<file path="src/inc/lacfg_pkg.sv">
// shared constants and types for the lane a3 configuration register bank
package lacfg_pkg;

    // ------------------------------------------------------------
    // register offsets
    // ------------------------------------------------------------
    localparam logic [7:0] OFS_QUIET_SPEED = 8'h40;
    localparam logic [7:0] OFS_EQUALIZER   = 8'h41;
    localparam logic [7:0] OFS_SWING       = 8'h42;
    localparam logic [7:0] OFS_DEEMPH      = 8'h43;
    localparam logic [7:0] OFS_THRESHOLD   = 8'h44;

    // ------------------------------------------------------------
    // reset values
    // ------------------------------------------------------------
    localparam logic [7:0] RST_QUIET_SPEED = 8'h00;
    localparam logic [7:0] RST_EQUALIZER   = 8'h20;
    localparam logic [7:0] RST_SWING       = 8'h03;
    localparam logic [7:0] RST_DEEMPH      = 8'h03;
    localparam logic [7:0] RST_THRESHOLD   = 8'h00;

    // ------------------------------------------------------------
    // writable bit masks, reserved bits held at zero
    // ------------------------------------------------------------
    localparam logic [7:0] MSK_QUIET_SPEED = 8'h33;
    localparam logic [7:0] MSK_EQUALIZER   = 8'h3F;
    localparam logic [7:0] MSK_SWING       = 8'h7F;
    localparam logic [7:0] MSK_DEEMPH      = 8'hFF;
    localparam logic [7:0] MSK_THRESHOLD   = 8'h0F;

    // ------------------------------------------------------------
    // field positions
    // ------------------------------------------------------------
    localparam int POS_IDLE_AUTO  = 5;
    localparam int POS_IDLE_FORCE = 4;
    localparam int POS_RATE_AUTO  = 1;
    localparam int POS_RATE_FORCE = 0;
    localparam int POS_EQ_ENABLE  = 5;
    localparam int POS_DEEMPH_TYPE = 7;

    // ------------------------------------------------------------
    // equalizer codes
    // ------------------------------------------------------------
    localparam logic [5:0] EQ_BYPASS = 6'h20;
    localparam logic [5:0] EQ_CODE0  = 6'h2A;
    localparam logic [5:0] EQ_CODE1  = 6'h30;
    localparam logic [5:0] EQ_CODE2  = 6'h32;
    localparam logic [5:0] EQ_CODE3  = 6'h39;
    localparam logic [5:0] EQ_CODE4  = 6'h35;
    localparam logic [5:0] EQ_CODE5  = 6'h37;
    localparam logic [5:0] EQ_CODE6  = 6'h3B;
    localparam logic [5:0] EQ_CODE7  = 6'h3D;

    // ------------------------------------------------------------
    // swing codes
    // ------------------------------------------------------------
    localparam logic [6:0] SW_600  = 7'h03;
    localparam logic [6:0] SW_800  = 7'h07;
    localparam logic [6:0] SW_1000 = 7'h0F;
    localparam logic [6:0] SW_1200 = 7'h1F;
    localparam logic [6:0] SW_1400 = 7'h3F;

    // ------------------------------------------------------------
    // de-emphasis codes
    // ------------------------------------------------------------
    localparam logic [7:0] DE_C_0P0  = 8'h01;
    localparam logic [7:0] DE_C_3P5  = 8'h03;
    localparam logic [7:0] DE_C_6P0  = 8'h05;
    localparam logic [7:0] DE_E_6P0  = 8'h88;
    localparam logic [7:0] DE_E_9P0  = 8'h90;
    localparam logic [7:0] DE_E_12P0 = 8'hA0;
    localparam logic [7:0] DE_RSVD   = 8'hC0;

    typedef enum logic [2:0] {
        LACFG_SW_600  = 3'b000,
        LACFG_SW_800  = 3'b001,
        LACFG_SW_1000 = 3'b010,
        LACFG_SW_1200 = 3'b011,
        LACFG_SW_1400 = 3'b100,
        LACFG_SW_BAD  = 3'b111
    } lacfg_swing_t;

    typedef enum logic [2:0] {
        LACFG_DE_0P0  = 3'b000,
        LACFG_DE_3P5  = 3'b001,
        LACFG_DE_6P0  = 3'b010,
        LACFG_DE_9P0  = 3'b011,
        LACFG_DE_12P0 = 3'b100,
        LACFG_DE_BAD  = 3'b111
    } lacfg_deemph_t;

    // register access request from the management bus engine
    typedef struct packed {
        logic       write;
        logic       read;
        logic [7:0] addr;
        logic [7:0] wdata;
    } lacfg_req_t;

    // decoded lane settings to the analog path
    typedef struct packed {
        logic          idle_auto;
        logic          output_muted;
        logic          signal_detect_en;
        logic          rate_auto;
        logic          rate_high;
        logic          eq_enable;
        logic          eq_bypass;
        logic          eq_valid;
        logic [2:0]    eq_index;
        logic [1:0]    gain_stage_field;
        logic [2:0]    boost_level_field;
        lacfg_swing_t  output_swing;
        logic          deemphasis_type_bit;
        lacfg_deemph_t deemph_level;
        logic [1:0]    thr_deassert;
        logic [1:0]    thr_assert;
    } lacfg_set_t;

endpackage

</file>
<file path="src/design/lacfg_decode.sv">
// lane setting decoder: register images to analog control codes
`timescale 1ns/10ps
`default_nettype none

module lacfg_decode
    import lacfg_pkg::*;
(
    input  wire logic [7:0]          quiet_speed,
    input  wire logic [7:0]          equalizer,
    input  wire logic [7:0]          swing,
    input  wire logic [7:0]          deemph,
    input  wire logic [7:0]          threshold,
    output lacfg_pkg::lacfg_set_t    settings
);
    import lacfg_pkg::*;

    // ------------------------------------------------------------
    // decode
    // ------------------------------------------------------------
    always_comb begin
        settings = '0;
        // reserved bits never reach the decode
        settings.idle_auto = quiet_speed[POS_IDLE_AUTO];
        // forced idle: 0 mutes, 1 keeps output on
        settings.output_muted = !quiet_speed[POS_IDLE_AUTO]
                                && !quiet_speed[POS_IDLE_FORCE];
        settings.signal_detect_en = quiet_speed[POS_IDLE_AUTO];
        settings.rate_auto = quiet_speed[POS_RATE_AUTO];
        // forced rate: 0 is 2.5, 1 is 5.0 Gbps
        settings.rate_high = !quiet_speed[POS_RATE_AUTO]
                             && quiet_speed[POS_RATE_FORCE];

        // field split
        settings.eq_enable         = equalizer[POS_EQ_ENABLE];
        settings.gain_stage_field  = equalizer[4:3];
        settings.boost_level_field = equalizer[2:0];
        // reset code acts as bypass
        settings.eq_bypass = (equalizer[5:0] == EQ_BYPASS);
        settings.eq_valid  = 1'b1;
        // pin-equivalent settings
        unique case (equalizer[5:0])
            EQ_BYPASS: settings.eq_index = 3'h0;
            EQ_CODE0:  settings.eq_index = 3'h0;
            EQ_CODE1:  settings.eq_index = 3'h1;
            EQ_CODE2:  settings.eq_index = 3'h2;
            EQ_CODE3:  settings.eq_index = 3'h3;
            EQ_CODE4:  settings.eq_index = 3'h4;
            EQ_CODE5:  settings.eq_index = 3'h5;
            EQ_CODE6:  settings.eq_index = 3'h6;
            EQ_CODE7:  settings.eq_index = 3'h7;
            default: begin
                settings.eq_index = 3'h0;
                settings.eq_valid = 1'b0;
            end
        endcase

        // swing ladder
        unique case (swing[6:0])
            SW_600:  settings.output_swing = LACFG_SW_600;
            SW_800:  settings.output_swing = LACFG_SW_800;
            SW_1000: settings.output_swing = LACFG_SW_1000;
            SW_1200: settings.output_swing = LACFG_SW_1200;
            SW_1400: settings.output_swing = LACFG_SW_1400;
            default: settings.output_swing = LACFG_SW_BAD;
        endcase

        // type bit and level
        settings.deemphasis_type_bit = deemph[POS_DEEMPH_TYPE];
        unique case (deemph)
            DE_C_0P0:  settings.deemph_level = LACFG_DE_0P0;
            DE_C_3P5:  settings.deemph_level = LACFG_DE_3P5;
            DE_C_6P0:  settings.deemph_level = LACFG_DE_6P0;
            DE_E_6P0:  settings.deemph_level = LACFG_DE_6P0;
            DE_E_9P0:  settings.deemph_level = LACFG_DE_9P0;
            DE_E_12P0: settings.deemph_level = LACFG_DE_12P0;
            // reserved code flagged, not trusted
            default:   settings.deemph_level = LACFG_DE_BAD;
        endcase

        // threshold pair
        settings.thr_deassert = threshold[3:2];
        settings.thr_assert   = threshold[1:0];
    end

endmodule

`default_nettype wire

</file>
<file path="src/design/lacfg_regs.sv">
// lane a3 configuration register bank with management bus access port
// ------------------------------------------------------------
// ------------------------------------------------------------
`timescale 1ns/10ps
`default_nettype none

module lacfg_regs
    import lacfg_pkg::*;
(
    input  wire logic                 clock,
    input  wire logic                 rst,
    input  wire lacfg_pkg::lacfg_req_t req,
    output logic                      ack,
    output logic                      hit,
    output logic [7:0]                rdata,
    output lacfg_pkg::lacfg_set_t     settings
);
    import lacfg_pkg::*;

    // ------------------------------------------------------------
    // storage
    // ------------------------------------------------------------
    logic [7:0] quiet_speed_reg;
    logic [7:0] quiet_speed_next;
    logic [7:0] equalizer_reg;
    logic [7:0] equalizer_next;
    logic [7:0] swing_reg;
    logic [7:0] swing_next;
    logic [7:0] deemph_reg;
    logic [7:0] deemph_next;
    logic [7:0] threshold_reg;
    logic [7:0] threshold_next;
    logic [7:0] rdata_reg;
    logic [7:0] rdata_next;
    logic       hit_reg;
    logic       hit_next;
    logic       ack_reg;
    logic       ack_next;
    logic       mapped;

    assign mapped = (req.addr >= OFS_QUIET_SPEED)
                    && (req.addr <= OFS_THRESHOLD);

    // ------------------------------------------------------------
    // next values
    // ------------------------------------------------------------
    always_comb begin
        quiet_speed_next = quiet_speed_reg;
        equalizer_next   = equalizer_reg;
        swing_next       = swing_reg;
        deemph_next      = deemph_reg;
        threshold_next   = threshold_reg;
        rdata_next       = rdata_reg;
        hit_next         = hit_reg;
        ack_next         = req.write || req.read;
        if (req.write || req.read) begin
            hit_next = mapped;
        end
        // reserved bits masked to zero on write
        if (req.write) begin
            unique case (req.addr)
                OFS_QUIET_SPEED:
                    quiet_speed_next = req.wdata & MSK_QUIET_SPEED;
                OFS_EQUALIZER:
                    equalizer_next = req.wdata & MSK_EQUALIZER;
                OFS_SWING:
                    swing_next = req.wdata & MSK_SWING;
                OFS_DEEMPH:
                    deemph_next = req.wdata & MSK_DEEMPH;
                OFS_THRESHOLD:
                    threshold_next = req.wdata & MSK_THRESHOLD;
                default: ;
            endcase
        end
        // unmapped reads return zero
        if (req.read) begin
            unique case (req.addr)
                OFS_QUIET_SPEED: rdata_next = quiet_speed_reg;
                OFS_EQUALIZER:   rdata_next = equalizer_reg;
                OFS_SWING:       rdata_next = swing_reg;
                OFS_DEEMPH:      rdata_next = deemph_reg;
                OFS_THRESHOLD:   rdata_next = threshold_reg;
                default:         rdata_next = 8'h00;
            endcase
        end
    end

    // ------------------------------------------------------------
    // registers
    // ------------------------------------------------------------
    always_ff @(posedge clock or posedge rst) begin
        if (rst) begin
            quiet_speed_reg <= RST_QUIET_SPEED;
            equalizer_reg   <= RST_EQUALIZER;
            swing_reg       <= RST_SWING;
            deemph_reg      <= RST_DEEMPH;
            threshold_reg   <= RST_THRESHOLD;
            rdata_reg       <= 8'h00;
            hit_reg         <= 1'b0;
            ack_reg         <= 1'b0;
        end else begin
            quiet_speed_reg <= quiet_speed_next;
            equalizer_reg   <= equalizer_next;
            swing_reg       <= swing_next;
            deemph_reg      <= deemph_next;
            threshold_reg   <= threshold_next;
            rdata_reg       <= rdata_next;
            hit_reg         <= hit_next;
            ack_reg         <= ack_next;
        end
    end

    assign ack   = ack_reg;
    assign hit   = hit_reg;
    assign rdata = rdata_reg;

    // ------------------------------------------------------------
    // lane setting decode
    // ------------------------------------------------------------
    lacfg_decode u_decode (
        .quiet_speed (quiet_speed_reg),
        .equalizer   (equalizer_reg),
        .swing       (swing_reg),
        .deemph      (deemph_reg),
        .threshold   (threshold_reg),
        .settings    (settings)
    );

endmodule

`default_nettype wire

</file>
<file path="config.mk">
export PLATFORM = sky130hd
export DESIGN_NAME = lacfg_regs
export DESIGN_NICKNAME = d
export VERILOG_FILES = /design/src/inc/lacfg_pkg.sv /design/src/design/lacfg_decode.sv /design/src/design/lacfg_regs.sv
export SDC_FILE = /design/constraint.sdc
export NUM_CORES = 1
export LEC_CHECK = 0
export BUFFER_PORTS_ARGS = -buffer_cell sky130_fd_sc_hd__buf_2
export CAP_MARGIN = 5
export CORE_MARGIN = 5
export CORE_UTILIZATION = 53
export DETAILED_ROUTE_END_ITERATION = 12
export PLACE_DENSITY_LB_ADDON = 0.05
export SLEW_MARGIN = 30
export SYNTH_ARGS = -nofsm -noshare
export SYNTH_HDL_FRONTEND = slang
export SYNTH_SLANG_ARGS = --single-unit
</file>
<file path="constraint.sdc">
create_clock -name clock -period 2.5 [get_ports clock]
set_input_delay 0.5 -clock clock [delete_from_list [all_inputs] [get_ports clock]]
set_output_delay 0.5 -clock clock [all_outputs]
set_load 0.01 [all_outputs]
</file>
==> impl_metrics.csv <==
group,metric,value,unit
placed_design,io_buffers,56,
timing,setup_ws,0.0133,ns
timing,drv_slew,0,
clocking,cts_root_buf,"clkbuf_8",
yosys,ys_seq_area_share,44.9,%
yosys,yosys.area_share.simple,18.7,%
clocking,cts_sinks,39,
placed_design,dp.cells,298,
timing,hold_ws,0.306,ns
yosys,syn-mean-instance-area,10.8,sq um
timing,clock_skew,0.00929,ns
routing,drt-pass1-iter-count,4,
die,io_pins,57,
grt,grt_max_degree,40,
routing,wirelength,5260,um
clocking,clock_latency,0.30,ns
clocking,max-clock-path-buffers,2,
routing,drt_iter0_markers,122,
placed_design,pre_cts_ws,0.258,ns
placed_design,dpl.hpwl,3760,um
yosys,synth_adder_area_share,0,%
cells_and_area,syn2layout_area_growth,18.8,%
setup_path,crit_arrival,1.99,ns
die,initial_core_util,54.6,%
yosys,synth.cell_area,0.00219,sq mm
clocking,cts_tree,"built",
setup_path,critPathMaxStageDelay,0.49,ns
job,drv_cap,0,
yosys,synth_cell_types,48,
yosys,ys_warn_count,0,
yosys,async_reset_ff_share,100,%
yosys,synth_seq_cells,39,
setup_path,endpoint_kind,"primary output",
power,ir_drop,0.235,mV
yosys,syn_inst,202,
yosys,synth_edf_count,0,
timing,hold_viol,0,
cells_and_area,drive_gt1_share,41.5,%
grt,overflow,0,
clocking,numCtsBuffers,5,
setup_path,crit_slowest_cell,"or4b_1",
setup_path,start_kind,"flop",
cells_and_area,insertedDiodeCount,0,
run_status,status,"completed",
cells_and_area,final_core_util,64.9,%
routing,drc,0,
setup_path,path_class,"flop to primary output",
timing,setup_violations,0,
clocking,clk_pin_slew_worst_paths,0.08,ns
yosys,synth_nets,222,
hold_path,hp-class,"input port to async pin",
die,die_x,74.2,um
grt,antenna_found_initial,0,
grt,grt_pass1_vias,1514,
die,coreArea,0.00400,sq mm
yosys,synth_mux_area_share,20.1,%
setup_path,cp_cell_sequence,"or4b_1 > or3_4 > a32oi_2 > o221ai_1 > buf_2",
die,row_count,23,
power,total_power,1.28,mW
routing,ant_nets,0,
timing,rsz0062_at_grt,"yes",
yosys,synth_top_family_by_area,"multiplexers",
setup_path,critical_path_required,2.00,ns
power,p_leak,1.25,nW
die,dieArea,0.00551,sq mm
routing,vias,1752,
yosys,synth_compound_area_share,9.16,%
placed_design,place_congestion,0.771,
cells_and_area,stdcell_count,308,
routing,via_per_inst,5.69,
yosys,synth_xor_area_share,1.60,%
clocking,cts_max_level,2,
timing,clock.fmax,402,MHz
clocking,cts_hold_buffers,0,
grt,grt_first_pass_wirelength,8380,um
die,dieHeight,74.2,um
timing,tightestPinTransition,0.492,ns
routing,wl_per_cell,17.1,um
timing,post-route-period-util,99.5,%
timing,max_slew_margin,67.2,%
cells_and_area,nets,277,
yosys,ys.flop_type,"dfrtp_1",
timing,min_period,2.49,ns
power,power_density,491,mW/mm^2
grt,grtUsageTotal,20.6,%
cells_and_area,fillers,349,
setup_path,cp_max_fo,2,
-- kinds of logic (layout without fill, tap and decap cells) --
group / Yosys count / count (layout)
DFF: 39 / 39
and+or+nand+nor: 65 / 65
muxes: 37 / 37
buffers and inverters: 26 / 82
AOI/OAI and AO/OA: 31 / 31
xor gates and xnor gates: 4 / 4
-- critical path: cells and delay by family, from the launching register on --
kind | cells | cell delay, ns
compound gates | 2 | 0.30
flops | 1 | 0.39
simple gates | 2 | 0.84
buf+inv | 1 | 0.16
-- area by class of cell --
type                    instances  area (sq um)  share of cell area [%]
well taps                      50          62.6                    2.41
clock buffers                   6          72.6                    2.79
clock inverters                 2          12.5                   0.482
repair buffers                 62           325                    12.5
flip-flops and latches         39           982                    37.8
inverters                      12          45.0                    1.73
multi-input cells             137          1100                    42.2
-- stage by stage --
step	instance area (sq um)	TNS, ns
detailed placement	2480	0
global route	2600	-0.105
global placement	2480	0
finish	2600	0
CTS	2580	-0.00594
floorplan	2190	0
-- cell usage in the layout, fill, tap and decap left out, types with 6 or more instances in the layout --
master	Yosys	routed
mux2_2	23	23
nand2_1	11	11
inv_1	12	12
nor2_1	10	10
buf_4	6	6
o21ai_0	13	13
dfrtp_1	34	34
mux2_1	9	9
nand3_1	9	9
buf_2	1	56
-- metal layers --
metal	global-route usage, %	part of all wire [%]
met5	0	0
met4	5.93	0.87
met3	5.68	6.1
met2	28.1	44
met1	31.9	49
-- final timing paths --
check / start / end / slack, ns / cells after the start
worst min-delay path: rst / deemph_reg[7] / 0.31 / 3
min in group clock: req[7] / deemph_reg[7] / 0.42 / 2
worst min register to register: rdata[2] / rdata[2] / 0.49 / 2
max in group asynchronous: rst / swing_reg[0] / 1.82 / 3
worst max register to register: deemph_reg[3] / rdata[3] / 1.05 / 5
worst max-delay path: deemph_reg[4] / settings[5] / 0.01 / 5
-- Yosys cell counts (all sizes together), types with 3 or more instances --
library cell / count / area (sq um)
nor3: 3 / 15.0
inv: 12 / 45.0
dfstp: 5 / 131
clkbuf: 6 / 22.5
nor2: 10 / 37.5
xor2: 3 / 26.3
nand3b: 3 / 22.5
dfrtp: 34 / 851
nor4: 6 / 43.8
nand3: 10 / 55.1
buf: 8 / 53.8
mux2: 32 / 360
mux2i: 3 / 30.0
nor2b: 4 / 25.0
nand4: 4 / 55.1
o21ai: 13 / 65.1
o22ai: 4 / 25.0
a21oi: 3 / 15.0
nand2: 11 / 41.3
-- power breakdown --
group / switching [mW] / internal (mW)
Clock: 0.222 / 0.195
Combinational: 0.0937 / 0.0773
Sequential: 0.0316 / 0.657
-- what timing repair did --
action | CTS | global route
endpoints found under the hold margin | 0 | 0
setup buffers | 2 | 0
setup endpoints to repair | 1 | 1
pin swaps | 1 | 2
resized for setup | 1 | 2
Note: power is estimated with default switching activity, not from simulation.
